[config.mk]
export PLATFORM = sky130hd
export DESIGN_NAME = ptd_tick_timer
export DESIGN_NICKNAME = d
export VERILOG_FILES = /design/src/core/ptd_pkg.sv /design/src/core/ptd_ctr_if.sv /design/src/core/ptd_down_counter.sv /design/src/core/ptd_irq_status.sv /design/src/core/ptd_tick_timer.sv
export SDC_FILE = /design/constraint.sdc
export NUM_CORES = 1
export LEC_CHECK = 0
export BUFFER_PORTS_ARGS = -buffer_cell sky130_fd_sc_hd__buf_2
export CORE_ASPECT_RATIO = 1.4
export CORE_MARGIN = 2
export CORE_UTILIZATION = 45
export CTS_BUF_LIST = sky130_fd_sc_hd__clkbuf_4 sky130_fd_sc_hd__clkbuf_8 sky130_fd_sc_hd__clkbuf_16
export CTS_CLUSTER_SIZE = 25
export DETAILED_ROUTE_END_ITERATION = 8
export GPL_TIMING_DRIVEN = 0
export HOLD_SLACK_MARGIN = 0.06
export PLACE_DENSITY_LB_ADDON = 0.3
export SYNTH_ARGS = -nofsm -noshare
export SYNTH_HDL_FRONTEND = slang
export SYNTH_SLANG_ARGS = --single-unit
[constraint.sdc]
create_clock -name clk_i -period 7.57 [get_ports clk_i]
set_input_delay 1.514 -clock clk_i [delete_from_list [all_inputs] [get_ports clk_i]]
set_output_delay 1.514 -clock clk_i [all_outputs]
set_load 0.05 [all_outputs]
[src/core/ptd_pkg.sv]
// Purpose: shared constants for the periodic tick down-counter
// Assumes: 32-bit register port, byte addresses, one word per register
// Notes:   period field holds the tick count itself, not count minus one
package ptd_pkg;
  localparam int unsigned ADDR_W = 8;
  localparam int unsigned DATA_W = 32;
  localparam int unsigned CNT_W  = 24;
  localparam int unsigned PER_W  = 25;
  localparam int unsigned IRQ_N  = 2;

  // register byte offsets
  localparam logic [ADDR_W-1:0] OFS_CTRL    = 8'h00;
  localparam logic [ADDR_W-1:0] OFS_PERIOD  = 8'h04;
  localparam logic [ADDR_W-1:0] OFS_CURRENT = 8'h08;
  localparam logic [ADDR_W-1:0] OFS_STATUS  = 8'h0c;
  localparam logic [ADDR_W-1:0] OFS_MASK    = 8'h10;
  localparam logic [ADDR_W-1:0] OFS_MSTAT   = 8'h14;

  // field positions
  localparam int unsigned CTRL_EN_BIT   = 0;
  localparam int unsigned CTRL_FLAG_BIT = 1;
  localparam int unsigned IRQ_TICK_BIT  = 0;
  localparam int unsigned IRQ_OVR_BIT   = 1;

  // reset values
  localparam logic              RST_EN     = 1'b0;
  localparam logic [PER_W-1:0]  RST_PERIOD = 25'h0000001;
  localparam logic [CNT_W-1:0]  RST_COUNT  = 24'h000000;
  localparam logic [IRQ_N-1:0]  RST_MASK   = 2'h0;
  localparam logic [IRQ_N-1:0]  RST_STATUS = 2'h0;

  // helpers
  localparam logic [PER_W-1:0]  PER_ONE    = 25'h0000001;
  localparam logic [CNT_W-1:0]  CNT_ZERO   = 24'h000000;
  localparam logic [DATA_W-1:0] DATA_ZERO  = 32'h00000000;
endpackage : ptd_pkg

[src/core/ptd_ctr_if.sv]
// Purpose: link between register file and down-counter
// Assumes: single clock domain
// Notes:   clear is a one-cycle pulse, wrap is a one-cycle pulse except at period 1, where it stays high while enabled
`timescale 1ns/1ps
`default_nettype none
interface ptd_ctr_if;
  import ptd_pkg::*;
  logic             enable;
  logic             clear;
  logic [PER_W-1:0] period;
  logic [CNT_W-1:0] value;
  logic             wrap;

  modport regs (output enable, output clear, output period,
                input value, input wrap);
  modport ctr  (input enable, input clear, input period,
                output value, output wrap);
endinterface : ptd_ctr_if
`default_nettype wire

[src/core/ptd_down_counter.sv]
// Purpose: free-running periodic down-counter with reload
// Assumes: period programmed within 1..16777216
// Notes:   the reload straight after a clear raises no wrap event
`timescale 1ns/1ps
`default_nettype none
module ptd_down_counter (
  input  wire logic clk_i,
  input  wire logic sys_rst_i,
  ptd_ctr_if.ctr    ctr
);
  import ptd_pkg::*;

  logic             cleared;
  logic [PER_W-1:0] per_m1;

  // reload picks up the period only here, so a new period waits
  assign per_m1 = ctr.period - PER_ONE;

  always_ff @(posedge clk_i) begin
    if (sys_rst_i) begin
      ctr.value <= RST_COUNT;
      cleared   <= 1'b1;
    end else if (ctr.clear) begin
      ctr.value <= CNT_ZERO;
      cleared   <= 1'b1;
    end else if (ctr.enable) begin
      if (ctr.value == CNT_ZERO) begin
        ctr.value <= per_m1[CNT_W-1:0];
        cleared   <= 1'b0;
      end else begin
        ctr.value <= ctr.value - 24'h000001;
      end
    end
  end

  always_ff @(posedge clk_i) begin
    if (sys_rst_i) begin
      ctr.wrap <= 1'b0;
    end else begin
      // one event per pass through zero gives spacing of one period
      ctr.wrap <= ~ctr.clear & ctr.enable & ~cleared &
                  (ctr.value == CNT_ZERO);
    end
  end
endmodule // ptd_down_counter
`default_nettype wire

[src/core/ptd_irq_status.sv]
// Purpose: sticky event flags, mask and level interrupt
// Assumes: set, clear and ack come from logic on clk_i
// Notes:   a set in the same cycle as a clear wins
`timescale 1ns/1ps
`default_nettype none
module ptd_irq_status (
  input  wire logic                     clk_i,
  input  wire logic                     sys_rst_i,
  input  wire logic [ptd_pkg::IRQ_N-1:0] set_i,
  input  wire logic [ptd_pkg::IRQ_N-1:0] w1c_i,
  input  wire logic                     ack_i,
  input  wire logic [ptd_pkg::IRQ_N-1:0] mask_i,
  output logic      [ptd_pkg::IRQ_N-1:0] status_o,
  output logic                          irq_o
);
  import ptd_pkg::*;

  logic [IRQ_N-1:0] clr;
  logic [IRQ_N-1:0] next_status;

  always_comb begin
    clr = w1c_i;
    // entering the handler retires the pending tick by itself
    clr[IRQ_TICK_BIT] = w1c_i[IRQ_TICK_BIT] | ack_i;
    next_status = set_i | (status_o & ~clr);
  end

  always_ff @(posedge clk_i) begin
    if (sys_rst_i) begin
      status_o <= RST_STATUS;
    end else begin
      status_o <= next_status;
    end
  end

  always_ff @(posedge clk_i) begin
    if (sys_rst_i) begin
      irq_o <= 1'b0;
    end else begin
      irq_o <= |(next_status & mask_i);
    end
  end
endmodule // ptd_irq_status
`default_nettype wire

[src/core/ptd_tick_timer.sv]
// Purpose: register front end of the periodic tick down-counter
// Assumes: master obeys one-cycle strobes, never read and write together
// Notes:   read data valid only in the cycle after the read strobe
//
// Chosen here: the strobed register port and the register addresses.
`timescale 1ns/1ps
`default_nettype none
module ptd_tick_timer (
  input  wire logic                      clk_i,
  input  wire logic                      sys_rst_i,
  input  wire logic [ptd_pkg::ADDR_W-1:0] addr_i,
  input  wire logic [ptd_pkg::DATA_W-1:0] wr_data_i,
  input  wire logic                      wr_i,
  input  wire logic                      rd_i,
  input  wire logic                      handler_ack_i,
  output logic      [ptd_pkg::DATA_W-1:0] rd_data_o,
  output logic                           irq_o,
  output logic                           tick_o,
  output logic                           running_o
);
  import ptd_pkg::*;

  ptd_ctr_if ctr_if ();

  logic              enable;
  logic [PER_W-1:0]  period;
  logic [IRQ_N-1:0]  mask;
  logic [IRQ_N-1:0]  status;
  logic [IRQ_N-1:0]  set_ev;
  logic [IRQ_N-1:0]  w1c;
  logic              count_flag;
  logic              clear_pulse;
  logic [DATA_W-1:0] next_rd_data;

  logic wr_ctrl;
  logic wr_period;
  logic wr_current;
  logic wr_status;
  logic wr_mask;
  logic rd_ctrl;

  assign wr_ctrl    = wr_i & (addr_i == OFS_CTRL);
  assign wr_period  = wr_i & (addr_i == OFS_PERIOD);
  assign wr_current = wr_i & (addr_i == OFS_CURRENT);
  assign wr_status  = wr_i & (addr_i == OFS_STATUS);
  assign wr_mask    = wr_i & (addr_i == OFS_MASK);
  assign rd_ctrl    = rd_i & (addr_i == OFS_CTRL);

  // control: enable bit steers the counter
  always_ff @(posedge clk_i) begin
    if (sys_rst_i) begin
      enable <= RST_EN;
    end else if (wr_ctrl) begin
      enable <= wr_data_i[CTRL_EN_BIT];
    end
  end

  // period is not range checked; keeping it legal is up to software
  always_ff @(posedge clk_i) begin
    if (sys_rst_i) begin
      period <= RST_PERIOD;
    end else if (wr_period) begin
      period <= wr_data_i[PER_W-1:0];
    end
  end

  always_ff @(posedge clk_i) begin
    if (sys_rst_i) begin
      mask <= RST_MASK;
    end else if (wr_mask) begin
      mask <= wr_data_i[IRQ_N-1:0];
    end
  end

  // data written to current is ignored, only the strobe matters
  always_ff @(posedge clk_i) begin
    if (sys_rst_i) begin
      clear_pulse <= 1'b0;
    end else begin
      clear_pulse <= wr_current;
    end
  end

  assign ctr_if.enable = enable;
  assign ctr_if.clear  = clear_pulse;
  assign ctr_if.period = period;

  ptd_down_counter u_counter (
    .clk_i     (clk_i),
    .sys_rst_i (sys_rst_i),
    .ctr       (ctr_if)
  );

  // overrun marks a tick landing while the last is still pending
  always_comb begin
    set_ev = RST_STATUS;
    set_ev[IRQ_TICK_BIT] = ctr_if.wrap;
    set_ev[IRQ_OVR_BIT]  = ctr_if.wrap & status[IRQ_TICK_BIT] &
                           ~handler_ack_i;
  end

  assign w1c = wr_status ? wr_data_i[IRQ_N-1:0] : RST_STATUS;

  ptd_irq_status u_irq (
    .clk_i     (clk_i),
    .sys_rst_i (sys_rst_i),
    .set_i     (set_ev),
    .w1c_i     (w1c),
    .ack_i     (handler_ack_i),
    .mask_i    (mask),
    .status_o  (status),
    .irq_o     (irq_o)
  );

  // sticky wrap flag, cleared by reading control; a wrap wins
  always_ff @(posedge clk_i) begin
    if (sys_rst_i) begin
      count_flag <= 1'b0;
    end else if (ctr_if.wrap) begin
      count_flag <= 1'b1;
    end else if (rd_ctrl) begin
      count_flag <= 1'b0;
    end
  end

  always_ff @(posedge clk_i) begin
    if (sys_rst_i) begin
      tick_o <= 1'b0;
    end else begin
      tick_o <= ctr_if.wrap;
    end
  end

  always_ff @(posedge clk_i) begin
    if (sys_rst_i) begin
      running_o <= 1'b0;
    end else begin
      running_o <= enable;
    end
  end

  // reads have no side effect except the control wrap flag
  always_comb begin
    next_rd_data = DATA_ZERO;
    if (rd_i) begin
      unique case (addr_i)
        OFS_CTRL: begin
          next_rd_data[CTRL_EN_BIT]   = enable;
          next_rd_data[CTRL_FLAG_BIT] = count_flag;
        end
        OFS_PERIOD: begin
          next_rd_data[PER_W-1:0] = period;
        end
        OFS_CURRENT: begin
          next_rd_data[CNT_W-1:0] = ctr_if.value;
        end
        OFS_STATUS: begin
          next_rd_data[IRQ_N-1:0] = status;
        end
        OFS_MASK: begin
          next_rd_data[IRQ_N-1:0] = mask;
        end
        OFS_MSTAT: begin
          next_rd_data[IRQ_N-1:0] = status & mask;
        end
        default: begin
          next_rd_data = DATA_ZERO;
        end
      endcase
    end
  end

  // zero outside the answer cycle keeps stale data off the bus
  always_ff @(posedge clk_i) begin
    if (sys_rst_i) begin
      rd_data_o <= DATA_ZERO;
    end else begin
      rd_data_o <= next_rd_data;
    end
  end
endmodule // ptd_tick_timer
`default_nettype wire

==> results of run 1 <==
[cell type report]
type | count | area [µm²]
Sequential cell | 86 | 1722
Tap cell | 110 | 137.6
Timing Repair Buffer | 64 | 320.3
Fill cell | 916 | 4329
Inverter | 3 | 11.26
Multi-Input combinational cell | 415 | 2381
Clock inverter | 6 | 45.04
Clock buffer | 10 | 239.0
Buffer | 47 | 221.5
[layer usage]
| layer | part of all wire | vias to the layer above | GRT usage |
|---|---|---|---|
| met3 | 0.061 | 29 | 0.05708 |
| met2 | 0.49 | 206 | 0.4298 |
| li1 | - | 2138 | - |
| met5 | 0 | - | 0 |
| met1 | 0.43 | 2108 | 0.3440 |
| met4 | 0.021 | 0 | 0.1035 |
[cells by family (layout without fill, tap and decap cells)]
kind of cell / Yosys count / after routing / share of synthesized area
and+or+nand+nor: 242 / 242 / 0.2785
AOI/OAI and AO/OA: 150 / 150 / 0.2295
DFF: 86 / 86 / 0.3992
buffers and inverters: 50 / 130 / 0.05396
muxes: 15 / 15 / 0.03510
adders and majority gates: 1 / 1 / 0.002901
other: 1 / 7 / 0.0008695
[power groups by stage]
stage,clock (µW),combinational [µW],sequential (µW)
floorplan,0,290,471
global placement,0,387,473
detailed placement,0,394,473
CTS,426,395,463
global route,449,432,463
finish,422,408,463
[stage by stage]
step / power [µW] / setup WS (ns) / std cells
5_1_grt: 1344 / 3.056 / 741
3_5_place_dp: 866.2 / 3.241 / 725
4_1_cts: 1284 / 3.313 / 741
2_1_floorplan: 761.3 / 3.955 / 551
3_3_place_gp: 860.1 / 3.331 / 725
6_report: 1293 / 3.171 / 741
[critical path, delay by kind of cell (launching register included)]
kind	cells	cell delay (ns)
compound gates	3	0.40
fa+ha+maj	1	0.25
flops	1	0.36
simple gates	7	1.94
mux	1	0.21
buf+inv	2	1.07
[sequential cells by signal, indices dropped and copies added (netlist names)]
register             count
ctr_if.period           25
u_counter.ctr.wrap       1
u_irq.status_o           2
tick_o                   1
running_o                1
count_flag               1
u_counter.cleared        1
u_irq.irq_o              1
rd_data_o               25
ctr_if.enable            1
mask                     2
u_counter.ctr.value     24
clear_pulse              1
[placed cells by master (no fill, tap or decap), types with 6 or more instances in the layout]
master                      count
sky130_fd_sc_hd__a211oi_1       6
sky130_fd_sc_hd__a21oi_1       50
sky130_fd_sc_hd__a22oi_1       27
sky130_fd_sc_hd__a31oi_1        6
sky130_fd_sc_hd__and3_1         6
sky130_fd_sc_hd__buf_2         67
sky130_fd_sc_hd__buf_4          7
sky130_fd_sc_hd__clkbuf_1      34
sky130_fd_sc_hd__clkbuf_16      9
sky130_fd_sc_hd__conb_1         7
sky130_fd_sc_hd__dfxtp_1       86
sky130_fd_sc_hd__mux2i_1       14
sky130_fd_sc_hd__nand2_1       90
sky130_fd_sc_hd__nand3_1        9
sky130_fd_sc_hd__nand4_1        8
sky130_fd_sc_hd__nor2_1        55
sky130_fd_sc_hd__nor3_1        22
sky130_fd_sc_hd__nor4_1         6
sky130_fd_sc_hd__o21ai_0       25
sky130_fd_sc_hd__or3_1          6
sky130_fd_sc_hd__or4_1          6
[worst paths after layout]
kind	startpoint	end	cells past startpoint
worst min-delay path	u_counter.cleared$_SDFFE_PP1P_	u_counter.ctr.wrap$_SDFF_PP0_	1
worst max register to register	u_counter.ctr.value[1]$_SDFFE_PP0P_	u_counter.ctr.value[22]$_SDFFE_PP0P_	14
worst min register to register	u_counter.cleared$_SDFFE_PP1P_	u_counter.ctr.wrap$_SDFF_PP0_	1
worst max-delay path	u_counter.ctr.value[1]$_SDFFE_PP0P_	u_counter.ctr.value[22]$_SDFFE_PP0P_	14
==> results.txt, run 1 <==
- For the final routed database, the setup TNS stands at 0 ns.
- Max-cap violations in this run came to 0.
- The clock passes through at most 2 buffers.
- Initial Utilization: 0.4585
- Setup repair after global routing left no endpoint under its margin.
* Critical path cell sequence: nor3_1 -> nand3_1 -> nor2_1 -> clkbuf_1 -> buf_1 -> a21oi_1 -> ha_1 -> nand2b_1 -> nor3_1 -> nand2_1 -> a2111oi_4 -> nand4b_1 -> mux2i_1 -> a31oi_1
* Area contributors post-synth: sky130_fd_sc_hd__dfxtp_1, sky130_fd_sc_hd__nand2_1, sky130_fd_sc_hd__a21oi_1
- After synthesis the netlist holds a flip-flop and latch count of 86.
- For this block, the via count after detailed routing is 4481.
* Post-route fraction of the period consumed by the critical path: 0.5811
- In this run the tool buffered the top-level ports with 64 buffer cells.
- Synthesis warning total: 0
- Cell internal power was estimated by the tool at 826.3 µW.
- Clock tree root driver cell: sky130_fd_sc_hd__clkbuf_16
- Of all nets on the critical path, the largest fanout is 10.
- The share of total power dissipated in the clock network is 0.326.
- For the worst-skew pair, the clock arrives at the later sink with an insertion delay of 0.34 ns.
- Clock skew: 0.007105 ns
- H-tree Lvls: 3
- Number of hold-repair buffers added at the cts stage: 0
- Cell type contributing the most total cell area after synthesis: sky130_fd_sc_hd__dfxtp_1
* Overall Global Routing Usage: 0.2661
- The most numerous cell type found on the critical path is sky130_fd_sc_hd__nor3_1.
- First-pass iteration count of the detailed router: 5
- Tightest Pin Transition: 0.9513 ns
- Remaining global-route overflow: 0
* Required time reported for the critical path endpoint: 7.76 ns
- Fraction of final layout cells sized beyond drive strength 1: 0.1648
- Max-slew violation count: 0
- CTS buffer count: 9
- Dividing the detail-routed wire length by the instance count gives 18.47 µm.
- A synthesized cell averages 7.914 µm².
* Part of the Yosys area used for sequential elements: 0.3992
- Cell types with the highest counts after synthesis: sky130_fd_sc_hd__nand2_1, sky130_fd_sc_hd__dfxtp_1, sky130_fd_sc_hd__nor2_1
- Post-route cell area: 5077 µm²
* Post-synth ARST share: 0
- Final Wtd Congestion: 0.9434
* Static power due to leakage: 0.001953 µW
- Number of nets in the final layout: 672
* Ratio of total power to cell area: 254.6 nW/µm²
* Part of the total power dissipated in combinational logic: 0.316
- The final layout contains routed wiring with a total length of 13680 µm.
- Cell area reported after detailed placement: 4793 µm²
- Post-synth top flop: sky130_fd_sc_hd__dfxtp_1
* Total of endpoints with negative setup slack in the final report: 0
- Number of remaining DRC errors: 0
- Worst slew margin relative to its limit: 0.3575
- The setup check on the worst reg-to-reg path leaves a slack of 3.17 ns.
- The first routing iteration left 400 violations.
- Crit path time final: 4.399 ns
- Distinct cells, synth: 63
- Area of the core: 9407 µm²
* Number of global-route vias before repair: 4187
- Measured along the x axis, the die boundary spans 86.74 µm.
- In this run the power spent charging and discharging nets is 466.6 µW.
- Data arrives at the worst endpoint at 4.59 ns.
- I/O pin total: 80
* Post-CTS setup-driven buffer insertion count: 0
* Clock sink total: 86
- Category of the critical setup timing path: flop to flop
- Full die area: 10390 µm²
- In this run the remaining antenna-violating nets after routing total 0.
* Most frequent cell after synthesis: sky130_fd_sc_hd__nand2_1
- Vias per cell: 6.047
- Sort of element at the end of the critical path: flop
* Final Hold Fails: 0
- Sw frac: 0.3609
- After clock tree synthesis, the clock-pin slew on the worst setup and hold paths is 0.07 ns.
* Utilization after layout: 0.5398
- In this design, the stage delay of the slowest critical-path cell is 0.56 ns.
* VDD IR max: 0.1219 mV
- The tightest hold path in the finished design has a slack of 0.4508 ns.
- Post-synthesis cell count: 545
- First-pass GRT wire length: 21450 µm
- Area Growth Syn to Fin: 17.73%
- The cell area that synthesis handed to floorplanning was 4313 µm².
- Number of enable flip-flop cells after synthesis: 0
* Detailed placement HPWL: 9782 µm
* Kind of launch point of the worst setup path: flop
- Die Ht: 119.8 µm
* CTS tree: built
- Pin count of the biggest net entering global routing: 16
- The share of synthesized area in the top cell type comes to 0.3992.
- Timing would allow up to 0.2273 GHz.
* # resized after CTS: 0
* Placement Rows: 42
* Inserted Diodes: 0
* Number of antenna violations at the first check in global routing: 0
- Of the total power, registers draw 0.358.
- Max stage delay cell, worst path: sky130_fd_sc_hd__nor3_1
- Run status: completed
- Worst hold path class: flop to flop
Power figures use the tool's default switching activity.
==> run 2: changes to the inputs <==
- ABC_AREA: unset -> 1
- clock period: 7.57 -> 4.5 ns (I/O delays scaled with it)
==> run 2 against run 1 <==
Critical path depth is 7 lower. Global-route usage rose by 0.21 points. Die area increased by 5.2%. Final cell count increased by 22%. Synthesized area increased by 5.4%. Largest cell class unchanged. Largest power group is now clock. Highest routed layer unchanged.
==> results.txt, run 2 <==
* Post-route cell area: 5375 µm² (+5.9%)
* Crit path time final: 2.850 ns
* Overall die width: 88.94 µm (+2.5%)
- The cell that appears most often on the critical path is sky130_fd_sc_hd__clkbuf_1.
* Run status: completed
- Worst slew margin relative to its limit: 0.4027 (+0.04516)
- The clock insertion delay at the later pin of the skew report came to 0.34 ns (about the same).
- Utilization after layout: 0.5430 (+0.003202)
- The number of placement rows came to 43 (+2.4%).
- In the final layout, the registers with the most flip-flops are ctr_if.period: 25 flops, rd_data_o: 25 flops, u_counter.ctr.value: 24 flops.
- Number of hold-repair buffers added at the cts stage: 0 (unchanged)
- In the layout the commonest cells are sky130_fd_sc_hd__nand2_1, sky130_fd_sc_hd__inv_1, sky130_fd_sc_hd__nor2_1.
- CTS tree: built
- The average cell area after synthesis was 6.655 µm² (-16%).
* Post-synthesis cell count: 683 (+25%)
- The detailed-route wire length is 14000 µm (+2.3%).
- The net count reported at finish came to 810 (+21%).
- Total of endpoints with negative setup slack in the final report: 0 (unchanged)
* Max-slew violation count: 0 (unchanged)
- The overall overflow remaining after global route came to 0 (unchanged).
- The areal power density over the cells is 328.3 nW/µm² (+29%).
* Max FO, Critical Path: 10 (unchanged)
* Clock Path Buffers: 2 (unchanged)
- Compared with the post-synthesis result, the final layout area differs by 18.25%.
- The number of synthesized flops with an enable pin is 0 (unchanged).
- Vias per cell: 5.331 (-12%)
* Clock skew: 0.007716 ns (+0.0006112 ns)
* Critical path cell sequence: clkbuf_1 -> nor2_1 -> clkinv_1 -> clkbuf_1 -> a21oi_1 -> nand2_1 -> inv_1
* Crit-path max cell delay: 0.75 ns (+0.19 ns)
- Cell type contributing the most total cell area after synthesis: sky130_fd_sc_hd__dfxtp_1
* Fmax achieved: 0.3509 GHz
- The number of filler instances in the final layout came to 1029 (+12%).
* Top cell type's share of synthesized area: 0.3788 (-0.02044)
- The post-route antenna net violation count came to 0 (unchanged).
- Worst hold path class: flop to flop
* Data arrival at the endpoint of the critical path: 3.14 ns (-1.45 ns)
- First-pass GRT wire length: 22090 µm (+3.0%)
- Leaving out fill and tap cells, the most frequent cell in the layout is sky130_fd_sc_hd__nand2_1.
* VDD IR max: 0.2478 mV (+100%)
- Post-route fraction of the period consumed by the critical path: 0.6333
- The clock transition time at the flip-flop clock pins of the worst setup and hold paths came to 0.06 ns (about the same).
- Max capacitance violation total: 0 (unchanged)
* Syn Std Cell Area: 4546 µm² (+5.4%)
* First-pass iteration count of the detailed router: 5 (unchanged)
* Category of the critical setup timing path: input pin to flop
- Setup repair after global routing missed its margin: no
* Required time reported for the critical path endpoint: 4.79 ns (-2.97 ns)
- The placeable core area came to 9899 µm² (+5.2%).
* Fraction of final layout cells sized beyond drive strength 1: 0.1680 (+0.003151)
- The number of post-CTS setup repair buffers was 0 (unchanged).
* Count of input and output buffers: 64 (unchanged)
- The setup TNS was 0 ns (unchanged).
- Area contributors post-synth: sky130_fd_sc_hd__dfxtp_1, sky130_fd_sc_hd__nand2_1, sky130_fd_sc_hd__inv_1
- The via count of the first global-routing pass was 4700 (+12%).
- Tightest Pin Transition: 0.8927 ns (-0.05859 ns)
- Static power due to leakage: 0.002528 µW (+29%)
- Part of the Yosys area used for sequential elements: 0.3788 (-0.02044)
* Number of vias after detailed routing: 4814 (+7.4%)
- # resized after CTS: 0 (unchanged)
- Critical path buffer and inverter count: 4 (+2)
- DR WL/cell: 15.50 µm (-16%)
- The number of antenna violations at the first check in global routing is 0 (unchanged).
- Initial Utilization: 0.4592 (+0.0006765)
* Most frequent cell after synthesis: sky130_fd_sc_hd__nand2_1
- I/O pin total: 80 (unchanged)
* Number of DRC markers in iteration 0: 239 (-40%)
- H-tree Lvls: 3 (unchanged)
- Final Wtd Congestion: 0.9268 (-1.8%)
- The number of buffers added by the clock tree synthesis step was 9 (unchanged).
* Non-filler instance count after layout: 903 (+22%)
- The worst hold margin is 0.4233 ns (-0.02750 ns).
- The number of synthesized register bits was 86 (unchanged).
- The maximum number of pins on one net before global-route repair is 15 (-1).
- STA classifies the critical path startpoint as an input pin.
- Final Hold Fails: 0 (unchanged)
- Inserted Diodes: 0 (unchanged)
* Sort of element at the end of the critical path: flop
* Clock tree root driver cell: sky130_fd_sc_hd__clkbuf_16
- Placed Cells: 888 (+22%)
- The post-DP HPWL was 10930 µm (+12%).
* Full die area: 10930 µm² (+5.2%)
- The async set or reset register ratio after synthesis was 0 (unchanged).
* Cell area reported after detailed placement: 5057 µm² (+5.5%)
* Clock sink total: 86 (unchanged)
* Max stage delay cell, worst path: sky130_fd_sc_hd__nor2_1
- Synthesis warning total: 0 (unchanged)
- Die Ht: 122.9 µm (+2.6%)
- Post-synth top flop: sky130_fd_sc_hd__dfxtp_1
- The number of distinct library cells after synthesis is 39 (-38%).
- The overall fraction of global-route tracks in use came to 0.2682 (+0.002081).
- The DRC violation count after routing came to 0 (unchanged).
- Crit path max-delay family: buffers and inverters
- Cell types with the highest counts after synthesis: sky130_fd_sc_hd__nand2_1, sky130_fd_sc_hd__inv_1, sky130_fd_sc_hd__nor2_1
[run 2: changes by cell type in the layout (fill, tap and decap cells not counted), moves of 9 or more]
cell	change
sky130_fd_sc_hd__nand4_1	+22
sky130_fd_sc_hd__o22ai_1	+22
sky130_fd_sc_hd__inv_1	+109
sky130_fd_sc_hd__nor2_2	+9
sky130_fd_sc_hd__a22oi_1	-27
sky130_fd_sc_hd__nor2_1	+35
sky130_fd_sc_hd__o21ai_0	+20
sky130_fd_sc_hd__clkbuf_1	-17
sky130_fd_sc_hd__nand3_1	+26
sky130_fd_sc_hd__nor3_1	-18
sky130_fd_sc_hd__nand2_2	+10
sky130_fd_sc_hd__nand2_1	+24
sky130_fd_sc_hd__mux2i_1	-14
[run 2: cells by family (layout without fill, tap and decap cells)]
logic type,count (synthesis),after routing,share of synthesized area
AO/OA/AOI/OAI,135,135,0.1641
XOR/XNOR,3,3,0.005781
flip-flops,86,86,0.3788
other,1,7,0.0008250
AND/OR/NAND/NOR,305,305,0.3083
buffers and inverters,152,231,0.1396
adder cells (fa/ha/maj),1,1,0.002752
[run 2: final timing paths]
| kind | cells after the start | slack (ns) | start | to |
|---|---|---|---|---|
| worst min register to register | 1 | 0.42 | u_counter.cleared$_SDFFE_PP1P_ | u_counter.ctr.wrap$_SDFF_PP0_ |
| worst max register to register | 15 | 1.88 | u_counter.ctr.value[12]$_SDFFE_PP0P_ | u_counter.ctr.value[18]$_SDFFE_PP0P_ |
| worst min-delay path | 1 | 0.42 | u_counter.cleared$_SDFFE_PP1P_ | u_counter.ctr.wrap$_SDFF_PP0_ |
| worst max-delay path | 7 | 1.65 | sys_rst_i | u_counter.ctr.value[17]$_SDFFE_PP0P_ |
[run 2: power by group]
group	internal [µW]	switching [µW]
clock	491	312
combinational	62.3	136
sequential	762	0.676
total	1320	449
[run 2: area by class of cell]
class,count,area [µm²],area share
timing repair buffer,64,320.3,0.05959
tap,135,168.9,0.03142
sequential,86,1722,0.3203
inverter,118,442.9,0.08240
clock buffer,10,232.7,0.04330
buffer,34,191.4,0.03561
clock inverter,5,85.08,0.01583
multi-input combinational,451,2212,0.4115
[run 2: worst register-to-register path, cell delays in order, from the launching register on]
cell	delay [ns]
sky130_fd_sc_hd__dfxtp_1	0.33
sky130_fd_sc_hd__nor2_2	0.17
sky130_fd_sc_hd__nand2_1	0.14
sky130_fd_sc_hd__nor2_4	0.26
sky130_fd_sc_hd__nand4_1	0.13
sky130_fd_sc_hd__nand2_1	0.13
sky130_fd_sc_hd__ha_1	0.17
sky130_fd_sc_hd__nand3_1	0.10
sky130_fd_sc_hd__nor2_1	0.33
sky130_fd_sc_hd__nand3_2	0.23
sky130_fd_sc_hd__nor2_1	0.23
sky130_fd_sc_hd__nand2_1	0.08
sky130_fd_sc_hd__nand2_1	0.06
sky130_fd_sc_hd__nand3_1	0.06
sky130_fd_sc_hd__nand2_1	0.07
sky130_fd_sc_hd__inv_1	0.03
[run 2: metrics by stage]
step | total power, µW | setup WS (ns)
floorplan | 922.0 | 2.113
global placement | 971.8 | 1.409
detailed placement | 974.1 | 1.376
CTS | 1770 | 1.729
global route | 1828 | 1.472
finish | 1765 | 1.650
[run 2: routing by layer]
layer	up-vias	GRT usage	part of all wire
met1	2234	0.2843	0.37
met5	-	0	0
li1	2353	-	-
met2	181	0.4865	0.53
met4	0	0.1446	0.051
met3	46	0.05407	0.053
